`src/ncsd_pkg.sv`:
```
// shared constants and types of the node and line method switch decoder
package ncsd_pkg;
  localparam int CLOCK_HZ = 40_000_000;
  localparam int TERM_BAUD = 9600;
  localparam int NORMAL_BAUD = 19200;
  localparam logic [15:0] TERM_BAUD_DIV = 16'(CLOCK_HZ / TERM_BAUD);
  localparam logic [15:0] NORMAL_BAUD_DIV = 16'(CLOCK_HZ / NORMAL_BAUD);
  localparam int SHOW_TIME_MS = 2000;
  localparam int SHOW_CYCLES = (CLOCK_HZ / 1000) * SHOW_TIME_MS;

  // switch n sits at bit n-1 of the switch bus
  localparam int SW_ADDR_LSB = 0;
  localparam int SW_ADDR_W = 5;
  localparam int SW6_BIT = 5;
  localparam int SW7_BIT = 6;
  localparam int SW8_BIT = 7;
  localparam int SW10_BIT = 9;
  // keys are {sw6, sw7, sw8, sw10}
  localparam logic [3:0] KEY_THREE_WIRE = 4'h2;
  localparam logic [3:0] KEY_TWO_WIRE = 4'hd;
  localparam logic [3:0] KEY_FOUR_WIRE = 4'h1;
  localparam logic [4:0] TERMINAL_ADDRESS = 5'h00;

  localparam int AXI_ADDR_W = 8;
  localparam logic [7:0] REG_CONFIG = 8'h00;
  localparam logic [7:0] REG_SWITCH = 8'h04;
  localparam logic [7:0] REG_STATUS_CODE = 8'h08;
  localparam logic [7:0] REG_BAUD_DIV = 8'h0c;
  localparam int CFG_ADDR_LSB = 0;
  localparam int CFG_TERM_BIT = 8;
  localparam int CFG_METH_LSB = 12;
  localparam int CFG_VALID_BIT = 16;
  localparam int CFG_SHOW_BIT = 17;
  localparam logic [7:0] STATUS_CODE_RESET = 8'h00;
  localparam logic [1:0] RESP_OKAY = 2'h0;
  localparam logic [1:0] RESP_SLVERR = 2'h2;

  // segment order gfedcba, active high
  localparam logic [6:0] SEG_I = 7'h10;
  localparam logic [6:0] SEG_D = 7'h5e;
  localparam logic [6:0] SEG_BLANK = 7'h00;

  typedef enum logic [3:0] {
    METH_NONE = 4'b0001,
    METH_THREE_WIRE = 4'b0010,
    METH_TWO_WIRE = 4'b0100,
    METH_FOUR_WIRE = 4'b1000
  } ncsd_method_t;

  typedef enum logic [2:0] {
    PH_SAMPLE = 3'b001,
    PH_SHOW = 3'b010,
    PH_RUN = 3'b100
  } ncsd_phase_t;

  typedef struct packed {
    logic valid;
    logic terminal;
    ncsd_method_t method;
    logic [4:0] node_address;
    logic [9:0] raw;
    logic [15:0] baud_div;
  } ncsd_cfg_t;

  typedef struct packed {
    logic awvalid;
    logic [7:0] awaddr;
    logic wvalid;
    logic [31:0] wdata;
    logic [3:0] wstrb;
    logic bready;
    logic arvalid;
    logic [7:0] araddr;
    logic rready;
  } ncsd_axi_req_t;

  typedef struct packed {
    logic awready;
    logic wready;
    logic bvalid;
    logic [1:0] bresp;
    logic arready;
    logic rvalid;
    logic [31:0] rdata;
    logic [1:0] rresp;
  } ncsd_axi_rsp_t;
endpackage

```
`src/ncsd_regs.sv`:
```
// axi4-lite register slave of the switch decoder
`timescale 1ns/1ps
`default_nettype none
module ncsd_regs
  import ncsd_pkg::*;
(
  input wire logic clock_i,
  input wire logic rst_i,
  input wire ncsd_axi_req_t req_i,
  output ncsd_axi_rsp_t rsp_o,
  input wire ncsd_cfg_t cfg_i,
  input wire logic showing_i,
  output logic [7:0] status_code_o
);
  typedef struct packed {
    logic aw_got;
    logic [7:0] awaddr;
    logic w_got;
    logic [31:0] wdata;
    logic [3:0] wstrb;
    logic bvalid;
    logic [1:0] bresp;
    logic rvalid;
    logic [31:0] rdata;
    logic [1:0] rresp;
    logic [7:0] status_code;
  } ncsd_regs_state_t;

  ncsd_regs_state_t state_reg;
  ncsd_regs_state_t state_next;
  logic awready;
  logic wready;
  logic arready;

  function automatic logic is_mapped(input logic [7:0] addr);
    return addr[7:2] == REG_CONFIG[7:2] || addr[7:2] == REG_SWITCH[7:2] ||
           addr[7:2] == REG_STATUS_CODE[7:2] || addr[7:2] == REG_BAUD_DIV[7:2];
  endfunction

  function automatic logic [31:0] read_word(input logic [7:0] addr, input ncsd_cfg_t c,
                                            input logic show, input logic [7:0] code);
    logic [31:0] w;
    w = 32'h0;
    if (addr[7:2] == REG_CONFIG[7:2]) begin
      w[CFG_ADDR_LSB +: 5] = c.node_address;
      w[CFG_TERM_BIT] = c.terminal;
      w[CFG_METH_LSB +: 4] = c.method;
      w[CFG_VALID_BIT] = c.valid;
      w[CFG_SHOW_BIT] = show;
    end else if (addr[7:2] == REG_SWITCH[7:2]) begin
      w[9:0] = c.raw;
    end else if (addr[7:2] == REG_STATUS_CODE[7:2]) begin
      w[7:0] = code;
    end else if (addr[7:2] == REG_BAUD_DIV[7:2]) begin
      w[15:0] = c.baud_div;
    end
    return w;
  endfunction

  always_comb begin
    state_next = state_reg;
    awready = !state_reg.aw_got && !state_reg.bvalid;
    wready = !state_reg.w_got && !state_reg.bvalid;
    arready = !state_reg.rvalid;
    if (req_i.awvalid && awready) begin
      state_next.aw_got = 1'b1;
      state_next.awaddr = req_i.awaddr;
    end
    if (req_i.wvalid && wready) begin
      state_next.w_got = 1'b1;
      state_next.wdata = req_i.wdata;
      state_next.wstrb = req_i.wstrb;
    end
    // both halves held: commit, then answer on the next cycle
    if (state_reg.aw_got && state_reg.w_got) begin
      state_next.aw_got = 1'b0;
      state_next.w_got = 1'b0;
      state_next.bvalid = 1'b1;
      state_next.bresp = is_mapped(state_reg.awaddr) ? RESP_OKAY : RESP_SLVERR;
      if (state_reg.awaddr[7:2] == REG_STATUS_CODE[7:2] && state_reg.wstrb[0]) begin
        state_next.status_code = state_reg.wdata[7:0];
      end
    end
    if (state_reg.bvalid && req_i.bready) begin
      state_next.bvalid = 1'b0;
    end
    if (req_i.arvalid && arready) begin
      state_next.rvalid = 1'b1;
      state_next.rdata = read_word(req_i.araddr, cfg_i, showing_i, state_reg.status_code);
      state_next.rresp = is_mapped(req_i.araddr) ? RESP_OKAY : RESP_SLVERR;
    end
    if (state_reg.rvalid && req_i.rready) begin
      state_next.rvalid = 1'b0;
    end
  end

  always_ff @(posedge clock_i) begin
    if (rst_i) begin
      state_reg <= '0;
      state_reg.status_code <= STATUS_CODE_RESET;
    end else begin
      state_reg <= state_next;
    end
  end

  always_comb begin
    rsp_o.awready = awready;
    rsp_o.wready = wready;
    rsp_o.bvalid = state_reg.bvalid;
    rsp_o.bresp = state_reg.bresp;
    rsp_o.arready = arready;
    rsp_o.rvalid = state_reg.rvalid;
    rsp_o.rdata = state_reg.rdata;
    rsp_o.rresp = state_reg.rresp;
  end

  assign status_code_o = state_reg.status_code;
endmodule
`default_nettype wire

```
`src/ncsd_top.sv`:
```
// node address and line method switch decoder with start-up display
`timescale 1ns/1ps
`default_nettype none
// Summary of operation
// - switches 1 to 5 form the node address, switch 1 the lowest bit, on reading as one.
// - address zero selects terminal mode with the serial port forced to 9600 baud.
// - switch 9 only drives the termination resistor and is ignored by the method decode.
// - after power-up the display briefly shows an id prefix and the address in two decimals.
module ncsd_top
  import ncsd_pkg::*;
#(
  parameter int SHOW_LEN = SHOW_CYCLES
) (
  input wire logic clock_i,
  input wire logic rst_i,
  // contacts, read once after reset
  input wire logic [9:0] switch_i,
  // captured configuration, held until the next reset; showing_node_o marks the start-up display
  output logic [4:0] node_address_o,
  output logic terminal_mode_o,
  output logic [3:0] method_o,
  output logic [15:0] baud_div_o,
  output logic config_valid_o,
  output logic showing_node_o,
  // four digits left to right, gfedcba each
  output logic [27:0] seg_o,
  // register bus
  input wire logic s_axi_awvalid,
  output logic s_axi_awready,
  input wire logic [7:0] s_axi_awaddr,
  input wire logic s_axi_wvalid,
  output logic s_axi_wready,
  input wire logic [31:0] s_axi_wdata,
  input wire logic [3:0] s_axi_wstrb,
  output logic s_axi_bvalid,
  input wire logic s_axi_bready,
  output logic [1:0] s_axi_bresp,
  input wire logic s_axi_arvalid,
  output logic s_axi_arready,
  input wire logic [7:0] s_axi_araddr,
  output logic s_axi_rvalid,
  input wire logic s_axi_rready,
  output logic [31:0] s_axi_rdata,
  output logic [1:0] s_axi_rresp
);
  typedef struct packed {
    ncsd_phase_t phase;
    ncsd_cfg_t cfg;
    logic [31:0] count;
    logic [27:0] seg;
  } ncsd_top_state_t;

  ncsd_top_state_t state_reg;
  ncsd_top_state_t state_next;
  ncsd_axi_req_t axi_req;
  ncsd_axi_rsp_t axi_rsp;
  logic [7:0] status_code;
  logic showing;
  // the full-length interval runs to tens of millions of cycles, hence 32 bits
  localparam logic [31:0] SHOW_LAST = 32'(SHOW_LEN - 1);

  function automatic logic [6:0] seg_digit(input logic [3:0] v);
    case (v)
      4'h0: return 7'h3f;
      4'h1: return 7'h06;
      4'h2: return 7'h5b;
      4'h3: return 7'h4f;
      4'h4: return 7'h66;
      4'h5: return 7'h6d;
      4'h6: return 7'h7d;
      4'h7: return 7'h07;
      4'h8: return 7'h7f;
      4'h9: return 7'h6f;
      4'ha: return 7'h77;
      4'hb: return 7'h7c;
      4'hc: return 7'h39;
      4'hd: return 7'h5e;
      4'he: return 7'h79;
      default: return 7'h71;
    endcase
  endfunction

  // key order is {sw6, sw7, sw8, sw10}; switch 9 stays out of it
  function automatic logic [3:0] method_key(input logic [9:0] sw);
    return {sw[SW6_BIT], sw[SW7_BIT], sw[SW8_BIT], sw[SW10_BIT]};
  endfunction

  function automatic ncsd_method_t decode_method(input logic [9:0] sw);
    logic [3:0] key;
    key = method_key(sw);
    case (key)
      KEY_THREE_WIRE: return METH_THREE_WIRE;
      KEY_TWO_WIRE: return METH_TWO_WIRE;
      KEY_FOUR_WIRE: return METH_FOUR_WIRE;
      default: return METH_NONE;
    endcase
  endfunction

  function automatic logic [4:0] switch_address(input logic [9:0] sw);
    return sw[SW_ADDR_LSB +: SW_ADDR_W];
  endfunction

  function automatic logic is_terminal(input logic [4:0] addr);
    return addr == TERMINAL_ADDRESS;
  endfunction

  // terminal mode overrides the normal rate only; the method decode is left alone
  function automatic logic [15:0] baud_for(input logic [4:0] addr);
    return is_terminal(addr) ? TERM_BAUD_DIV : NORMAL_BAUD_DIV;
  endfunction

  // one word of configuration from the ten contacts
  function automatic ncsd_cfg_t capture(input logic [9:0] sw);
    ncsd_cfg_t c;
    logic [4:0] addr;
    addr = switch_address(sw);
    c.valid = 1'b1;
    c.raw = sw;
    c.node_address = addr;
    c.terminal = is_terminal(addr);
    c.baud_div = baud_for(addr);
    c.method = decode_method(sw);
    return c;
  endfunction

  // compare ladder instead of a divider: the address never exceeds 31
  function automatic logic [7:0] to_decimal(input logic [4:0] addr);
    logic [3:0] tens;
    logic [3:0] ones;
    tens = (addr >= 5'd30) ? 4'h3 : (addr >= 5'd20) ? 4'h2 : (addr >= 5'd10) ? 4'h1 : 4'h0;
    ones = 4'(addr - 5'(tens * 4'ha));
    return {tens, ones};
  endfunction

  // prefix, then both decimal digits with no leading blank, so 6 reads as 06
  function automatic logic [27:0] node_word(input logic [4:0] addr);
    logic [7:0] dec;
    dec = to_decimal(addr);
    return {SEG_I, SEG_D, seg_digit(dec[7:4]), seg_digit(dec[3:0])};
  endfunction

  // left half dark while running; software status code in hex on the right
  function automatic logic [27:0] status_word(input logic [7:0] code);
    return {SEG_BLANK, SEG_BLANK, seg_digit(code[7:4]), seg_digit(code[3:0])};
  endfunction

  always_comb begin
    state_next = state_reg;
    case (state_reg.phase)
      PH_SAMPLE: begin
        // the only capture point: later switch changes are not seen until reset
        state_next.cfg = capture(switch_i);
        state_next.count = 32'h0;
        state_next.phase = PH_SHOW;
      end
      PH_SHOW: begin
        state_next.seg = node_word(state_reg.cfg.node_address);
        state_next.count = state_reg.count + 32'h1;
        if (state_reg.count == SHOW_LAST) begin
          state_next.phase = PH_RUN;
        end
      end
      PH_RUN: begin
        state_next.seg = status_word(status_code);
      end
      default: begin
        state_next.phase = PH_SAMPLE;
      end
    endcase
  end

  always_ff @(posedge clock_i) begin
    if (rst_i) begin
      state_reg <= '0;
      state_reg.phase <= PH_SAMPLE;
      state_reg.cfg.method <= METH_NONE;
    end else begin
      state_reg <= state_next;
    end
  end

  always_comb begin
    axi_req.awvalid = s_axi_awvalid;
    axi_req.awaddr = s_axi_awaddr;
    axi_req.wvalid = s_axi_wvalid;
    axi_req.wdata = s_axi_wdata;
    axi_req.wstrb = s_axi_wstrb;
    axi_req.bready = s_axi_bready;
    axi_req.arvalid = s_axi_arvalid;
    axi_req.araddr = s_axi_araddr;
    axi_req.rready = s_axi_rready;
  end

  ncsd_regs u_regs (
    .clock_i(clock_i),
    .rst_i(rst_i),
    .req_i(axi_req),
    .rsp_o(axi_rsp),
    .cfg_i(state_reg.cfg),
    .showing_i(showing),
    .status_code_o(status_code)
  );

  assign s_axi_awready = axi_rsp.awready;
  assign s_axi_wready = axi_rsp.wready;
  assign s_axi_bvalid = axi_rsp.bvalid;
  assign s_axi_bresp = axi_rsp.bresp;
  assign s_axi_arready = axi_rsp.arready;
  assign s_axi_rvalid = axi_rsp.rvalid;
  assign s_axi_rdata = axi_rsp.rdata;
  assign s_axi_rresp = axi_rsp.rresp;

  assign node_address_o = state_reg.cfg.node_address;
  assign terminal_mode_o = state_reg.cfg.terminal;
  assign method_o = state_reg.cfg.method;
  assign baud_div_o = state_reg.cfg.baud_div;
  assign config_valid_o = state_reg.cfg.valid;
  assign showing = state_reg.phase == PH_SHOW;
  assign showing_node_o = showing;
  assign seg_o = state_reg.seg;
endmodule
`default_nettype wire

```
`config.mk`:
```
export PLATFORM = sky130hd
export DESIGN_NAME = ncsd_top
export DESIGN_NICKNAME = d
export VERILOG_FILES = /design/src/ncsd_pkg.sv /design/src/ncsd_regs.sv /design/src/ncsd_top.sv
export SDC_FILE = /design/constraint.sdc
export NUM_CORES = 1
export LEC_CHECK = 0
export ABC_AREA = 1
export BUFFER_PORTS_ARGS = -buffer_cell sky130_fd_sc_hd__buf_2
export CAP_MARGIN = 40
export CORE_MARGIN = 3
export CORE_UTILIZATION = 55
export DETAILED_ROUTE_END_ITERATION = 12
export HOLD_SLACK_MARGIN = 0.08
export PLACE_DENSITY = 0.81
export SYNTH_ARGS = -nofsm -noshare
export SYNTH_HDL_FRONTEND = slang
export SYNTH_HIERARCHICAL = 1
export SYNTH_SLANG_ARGS = --single-unit
```
`constraint.sdc`:
```
create_clock -name clock_i -period 3.1 [get_ports clock_i]
set_input_delay 0.465 -clock clock_i [delete_from_list [all_inputs] [get_ports clock_i]]
set_output_delay 0.465 -clock clock_i [all_outputs]
set_load 0.1 [all_outputs]
```
# Word-level counts from Yosys, hierarchy flattened
# Memory sizes are Yosys's and may differ from the RTL's. A register that Yosys moved wholly into a read port is not among the register bits.
# Cells that the tools add are included.
dict set report word_totals {
  romBits 448
  memories 4
  inputBits 69
  register_bits 151
}
# memory words width read_ports rd_clocked_by_memory_dff write_ports line_no
set memory_table {}
lappend memory_table {{(name not given)} 16 7 1 0 0 ncsd_top.sv:63} ;# case (v)
lappend memory_table {{(name not given)} 16 7 1 0 0 ncsd_top.sv:63}
lappend memory_table {{(name not given)} 16 7 1 1 0 ncsd_top.sv:63}
lappend memory_table {{(name not given)} 16 7 1 1 0 ncsd_top.sv:63}
dict set report classes {
  n_reduce_logical 29
  bitwise_logic 1
  n_mul 1
  eq_ne 14
  magnitude_cmp 3
  addsub 2
  n_mux 27
}
# cell count
set op_table {}
lappend op_table {{$pmux 32 s2} 1}
lappend op_table {{$pmux 28 s2} 1}
lappend op_table {{$add 32x1->32 const B} 1}
lappend op_table {{$eq 32x27->1 const B} 1}
lappend op_table {{$mux 16} 2}
lappend op_table {{$eq 6x2->1 const B} 4}
lappend op_table {{$mux 4} 5}
lappend op_table {{$mux 8} 2}
lappend op_table {{$mux 13} 1}
lappend op_table {{$eq 6x1->1 const B} 2}
lappend op_table {{$logic_not 6->1} 2}
lappend op_table {{$pmux 4 s3} 1}
lappend op_table {{$ge 5x5->1 const B} 2}
lappend op_table {{$mux 10} 1}
lappend op_table {{$mux 2} 5}
lappend op_table {{$logic_and 1x1->1} 9}
lappend op_table {{$mux 3} 3}
lappend op_table {{$pmux 3 s3} 1}
lappend op_table {{$logic_or 1x1->1} 6}
lappend op_table {{$mux 6} 1}
lappend op_table {{$reduce_or 2->1} 3}
lappend op_table {{$ge 5x4->1 const B} 1}
lappend op_table {{$logic_not 5->1} 1}
lappend op_table {{$mux 5} 1}
lappend op_table {{other kinds (14)} 20}

# Depth between registers and ports, before layout
# An unclocked memory read counts as a cell.
dict set report logic_depth {
  depth_word 8
  depth_mapped 17
}

# By module
# The synthesis kept the hierarchy.
# module n_inst area_per_inst_um2 cells_each
set by_module_without_submodules {}
lappend by_module_without_submodules {ncsd_top 1 4620.7 682}
lappend by_module_without_submodules {ncsd_regs 1 2467.4 330}

# Least setup slack after synthesis
# Ideal clock, no wire load.
dict set report synth_timing {
  path_type {flip-flop to flip-flop}
  startpoint {register state_reg (netlist bit node_address_o[2])}
  endpoint {register state_reg (netlist bit seg_o[0])}
  n_path_buf 1
  setup_ns 0.070
  arrival_time_ns 2.330
  slack_ns 0.700
  path_stages_with_launch 16
  synth_period_minus_slack_ns 2.400
  t_required_ns 3.030
  path_cell_list {dfxtp_1 -> nor2_1 -> nor2_2 -> nand2_1 -> nand2_2 -> inv_1 -> ha_1 -> inv_1 -> fa_1 -> clkbuf_1 -> or2_2 -> o21ai_0 -> nand3_1 -> nand3_1 -> nand2_1 -> a21oi_1}
}
dict set report synth_between {
  elab_chain_cells 8
}
# item line_no
set synth_rtl {}
lappend synth_rtl {{start, declared} ncsd_top.sv:53} ;# ncsd_top_state_t state_reg;
lappend synth_rtl {{start signal, assigned} ncsd_top.sv:178} ;# state_reg <= state_next;
lappend synth_rtl {{$ge 5x4->1} ncsd_top.sv:130} ;# tens = (addr >= 5'd30) ? 4'h3 : (addr >= 5'd20) ? 4'h2 : (addr >= 5'd10) ? 4'h1 : 4'h0;
lappend synth_rtl {{$mux 1} ncsd_top.sv:130}
lappend synth_rtl {{$mux 2 (2 in series)} ncsd_top.sv:130}
lappend synth_rtl {{$mul 2x3->3} ncsd_top.sv:131} ;# ones = 4'(addr - 5'(tens * 4'ha));
lappend synth_rtl {{$sub 4x4->4 *} ncsd_top.sv:131}
lappend synth_rtl {{$mem_v2 16x7 *} n/a}
lappend synth_rtl {{$pmux 28 s2 *} ncsd_top.sv:149} ;# case (state_reg.phase)
# Mark *: on every way between the ends. The rest lies on a longest branch, timed or not. The select of a mux whose other input is x is not followed.
# A chain may end at the register's enable or synchronous reset.

# Worst setup path in the final report
# Same ends and word-level chain as after synthesis.

==> impl_table.tex <==
\begin{tabular}{lr}
\hline
Metric & Value \\
\hline
\multicolumn{2}{l}{\textbf{Finish}} \\
Layout cells sized above 1 & 17.85\% \\
Sequential cell area & 2282 sq um \\
Final net count & 1133 \\
Flip-flop count of the largest register after layout & 41 \\
Post-route design area & 7650 sq um \\
Synth-to-Final Area Change & 7.926\% \\
Footprint of the multi-input gates & 3643 sq um \\
Antenna diode count & 0 \\
Fill cell total of the finished layout & 1126 \\
\multicolumn{2}{l}{\textbf{Yosys}} \\
Share of cell area taken by muxes after synthesis & 0\% \\
Sequential element share of the synthesized area & 32.20\% \\
Simple-Gate Fraction of Synth Area & 29.00\% \\
Number of synthesized flops with an enable pin & 0 \\
Biggest area consumer among synthesized cells & dfxtp\_1 \\
Fraction of the mapped netlist area in adder cells & 4.342\% \\
Top cells by area, synth & dfxtp\_1 (32\%), buf\_4 (11\%), nand2\_1 (10\%) \\
Dominant combinational cell family by area after synthesis & simple AND/OR/NAND/NOR gates \\
Share of the synthesized area in the top cell type & 32.20\% \\
Post-synthesis cell type count & 49 \\
Async SR Flop Fraction & 0\% \\
Flip-flop and latch count after synthesis & 114 \\
Mapped Cells & 1012 \\
Syn Area/Cell & 7.004 sq um \\
Post-Synthesis Cell Area & 7088 sq um \\
Ys flop type & dfxtp\_1 \\
Number of warnings printed during yosys synthesis & 6 \\
Share of the synthesized area in compound gates (AO/OA/AOI/OAI) & 15.71\% \\
Fraction of synthesized cell area in xor and xnor cells & 0.1236\% \\
\multicolumn{2}{l}{\textbf{Drt}} \\
Overall routed net length & 16.77 mm \\
Routed Antenna Nets & 0 \\
Number of search-and-repair iterations in the first detailed-routing pass & 5 \\
DR WL/cell & 13.73 um \\
Starting DRC count in detailed routing & 549 \\
Total via count after detailed routing & 6483 \\
Detailed-route DRC error count & 0 \\
Via-per-instance ratio & 5.310 \\
\multicolumn{2}{l}{\textbf{Timing}} \\
Final number of hold-violating endpoints & 0 \\
Total count of max-transition violations in the final report & 0 \\
Final setup violation count & 0 \\
RSZ-0062 raised after global routing & false \\
Clock Skews & 6.548 ps \\
Final-layout setup total negative slack & 0 ps \\
Worst slew margin relative to its limit & 44.17\% \\
Shortest clock period the worst path allows after layout & 2698 ps \\
Transition time of the tightest slew-check pin & 836.5 ps \\
Final period util & 87.03\% \\
FMAX & 370.6 MHz \\
\multicolumn{2}{l}{\textbf{Outcome}} \\
Status & finished clean \\
\multicolumn{2}{l}{\textbf{Clocking}} \\
Hold Buf Count CTS & 0 \\
CTS tree & yes \\
Worst-skew pair later-pin latency & 410 ps \\
Clock transition time at the flip-flop clock pins of the worst setup and hold paths & 50 ps \\
H-tree lvl count & 4 \\
Clk root buf & clkbuf\_16 \\
Post-CTS Resized & 0 \\
Sink Count & 114 \\
Maximum count of clock buffers along a single path & 2 \\
Number of clock buffers inserted by TritonCTS & 17 \\
Buffers inserted by post-CTS timing repair & 0 \\
\multicolumn{2}{l}{\textbf{Place}} \\
Final Wtd Congestion & 0.9353 \\
Total cell area at the placement stage & 7047 sq um \\
Number of buffers added on ports & 101 \\
Detailed-placement wirelength estimate & 11.92 mm \\
\multicolumn{2}{l}{\textbf{Min path}} \\
Type of the worst min-delay path & in2reg \\
\multicolumn{2}{l}{\textbf{Worst setup path}} \\
Slowest stage delay, CP & 500 ps \\
Required arrival time at the worst endpoint & 3430 ps \\
Worst-case register-to-register setup slack & 400 ps \\
CP Launch Type & flop \\
Crit path capture & seg\_o[0]\$\_SDFFE\_PP0P\_ \\
FF-to-FF Start & node\_address\_o[2]\$\_SDFFE\_PP0N\_ \\
CP startpoint & node\_address\_o[2]\$\_SDFFE\_PP0N\_ \\
Most common cell type on the critical path & nand2\_1 \\
Capturing point of the worst reg2reg path & seg\_o[0]\$\_SDFFE\_PP0P\_ \\
Worst r2r path cells & 16 \\
Cell chain of the critical path & nand2\_1, inv\_1, nand2\_1, nand2\_1, nand2\_2, inv\_1, ha\_1, inv\_1, fa\_1, xnor2\_1, nand3\_2, nand2\_2, nand2\_1, nand3\_1, nand2\_1, a21oi\_1 \\
Crit path arrival time & 3030 ps \\
Setup Crit Path Kind & reg2reg \\
Slowest library cell on the worst path & dfxtp\_1 \\
Peak fanout along the critical path & 8 \\
Critical path capture point type & flop \\
\multicolumn{2}{l}{\textbf{Power}} \\
Maximum vdd ir drop & 452.4 uV \\
Combinational fraction of design power & 29.2\% \\
Cell Int Power & 3.115 mW \\
Switching part of the total power & 38.74\% \\
Final Total Pwr & 5.085 mW \\
Clock network fraction of total power & 38.6\% \\
Power density over the cells & 664.7 nW/um\^{}2 \\
Switching power & 1.970 mW \\
Static power due to leakage & 3.377 nW \\
Seq pwr share & 32.2\% \\
\multicolumn{2}{l}{\textbf{GRT}} \\
Maximum number of pins on one net before global-route repair & 41 \\
Total gr overflow & 0 \\
Antenna violations before repair & 0 \\
First-pass GRT wire length & 27.54 mm \\
Global-route total usage across every layer & 23.50\% \\
Vias in the first global route & 5796 \\
\multicolumn{2}{l}{\textbf{Floorplanning}} \\
Starting utilization of the core area & 57.57\% \\
Cell row count & 40 \\
Count of boundary I/O pins & 166 \\
Area inside the core boundary & 12310 sq um \\
Die Ht & 119.5 um \\
Die outline width & 119.5 um \\
Die area & 14290 sq um \\
\multicolumn{2}{l}{\textbf{Flow run}} \\
Max capacitance violation total & 0 \\
\hline
\end{tabular}
==> cells in the mapped netlist (6+ instances only) <==
cell type and number:
a21oi_1 82, a31oi_1 7, buf_2 16, buf_4 104
clkbuf_1 13, dfxtp_1 114, ha_1 23, inv_1 89
inv_2 6, nand2_1 196, nand2_2 9, nand3_1 50
nand4_1 31, nor2_1 93, nor2_2 7, nor3_1 12
o211ai_1 12, o21ai_0 82
==> layout make-up <==
| type | instances | share of cell area, % |
|---|---|---|
| Multi-Input combinational cell | 704 | 47.63 |
| Timing Repair Buffer | 107 | 7.197 |
| Clock buffer | 18 | 5.741 |
| Inverter | 96 | 4.711 |
| Sequential cell | 114 | 29.83 |
| Clock inverter | 14 | 2.143 |
| Tap cell | 168 | 2.748 |
==> how the worst min path moves through the flow <==
stage	start	to	cells after the start
2_1_floorplan	u_regs/state_reg[85]$_SDFFE_PP0P_	u_regs/state_reg[85]$_SDFFE_PP0P_	2
3_3_place_gp	u_regs/state_reg[54]$_SDFFE_PP0P_	u_regs/state_reg[54]$_SDFFE_PP0P_	2
3_5_place_dp	u_regs/state_reg[57]$_SDFFE_PP0P_	u_regs/status_code_o[7]$_SDFFE_PP0P_	2
4_1_cts	s_axi_bready	u_regs/rsp_o[38]$_SDFFE_PP0P_	2
5_1_grt	s_axi_bready	u_regs/rsp_o[38]$_SDFFE_PP0P_	2
6_report	s_axi_bready	u_regs/rsp_o[38]$_SDFFE_PP0P_	2
==> power by group through the flow <==
| stage | sequential (mW) | clock, mW | combinational [mW] |
|---|---|---|---|
| 3_3_place_gp | 1.67 | 0 | 1.45 |
| 5_1_grt | 1.65 | 2.06 | 1.59 |
| 3_5_place_dp | 1.67 | 0 | 1.47 |
| 4_1_cts | 1.64 | 1.99 | 1.48 |
| 2_1_floorplan | 1.66 | 0 | 1.37 |
| 6_report | 1.64 | 1.96 | 1.48 |
==> per-layer routing <==
metal,global-route usage [%],up-vias,part of all wire (%)
met5,0,-,0
met4,9.162,0,2.4
met3,5.184,29,6.7
met2,37.61,241,47
met1,30.99,2955,44
li1,-,3258,-
==> critical path, delay by kind of cell (launching register included) <==
family                   cells  cell delay (ps)
AND/OR/NAND/NOR              9              980
adder cells (fa/ha/maj)      2              520
flip-flops                   1              500
XOR/XNOR                     1              280
buffers and inverters        3              200
AO/OA/AOI/OAI                1              130
==> stage by stage <==
step / worst slack (ps) / util [%] / cells / hold slack (ps)
after global routing: 89.56 / 62.13 / 1221 / 227.7
after CTS: 415.9 / 62.13 / 1221 / 227.8
after global placement: 568.9 / 57.24 / 1189 / 445.3
final: 401.9 / 62.13 / 1221 / 239.4
after floorplan: 699.9 / - / 1052 / 429.0
after detailed placement: 495.2 / 57.24 / 1189 / 444.3
==> logic make-up (layout without fill, tap and decap cells) <==
kind of cell | Yosys count | count (layout)
AND/OR/NAND/NOR | 433 | 433
buffers and inverters | 234 | 235
AO/OA/AOI/OAI | 204 | 204
flip-flops | 114 | 114
adder cells (fa/ha/maj) | 24 | 24
other | 2 | 42
XOR/XNOR | 1 | 1
==> placed cells by master (no fill, tap or decap), drive strengths merged, types with 23 or more instances in the layout <==
cell,instances
conb,42
buf,107
a21oi,85
inv,95
nor2,107
ha,23
o21ai,86
nand2,208
nand3,55
dfxtp,114
nand4,31
(Power assumes the default switching activity.)
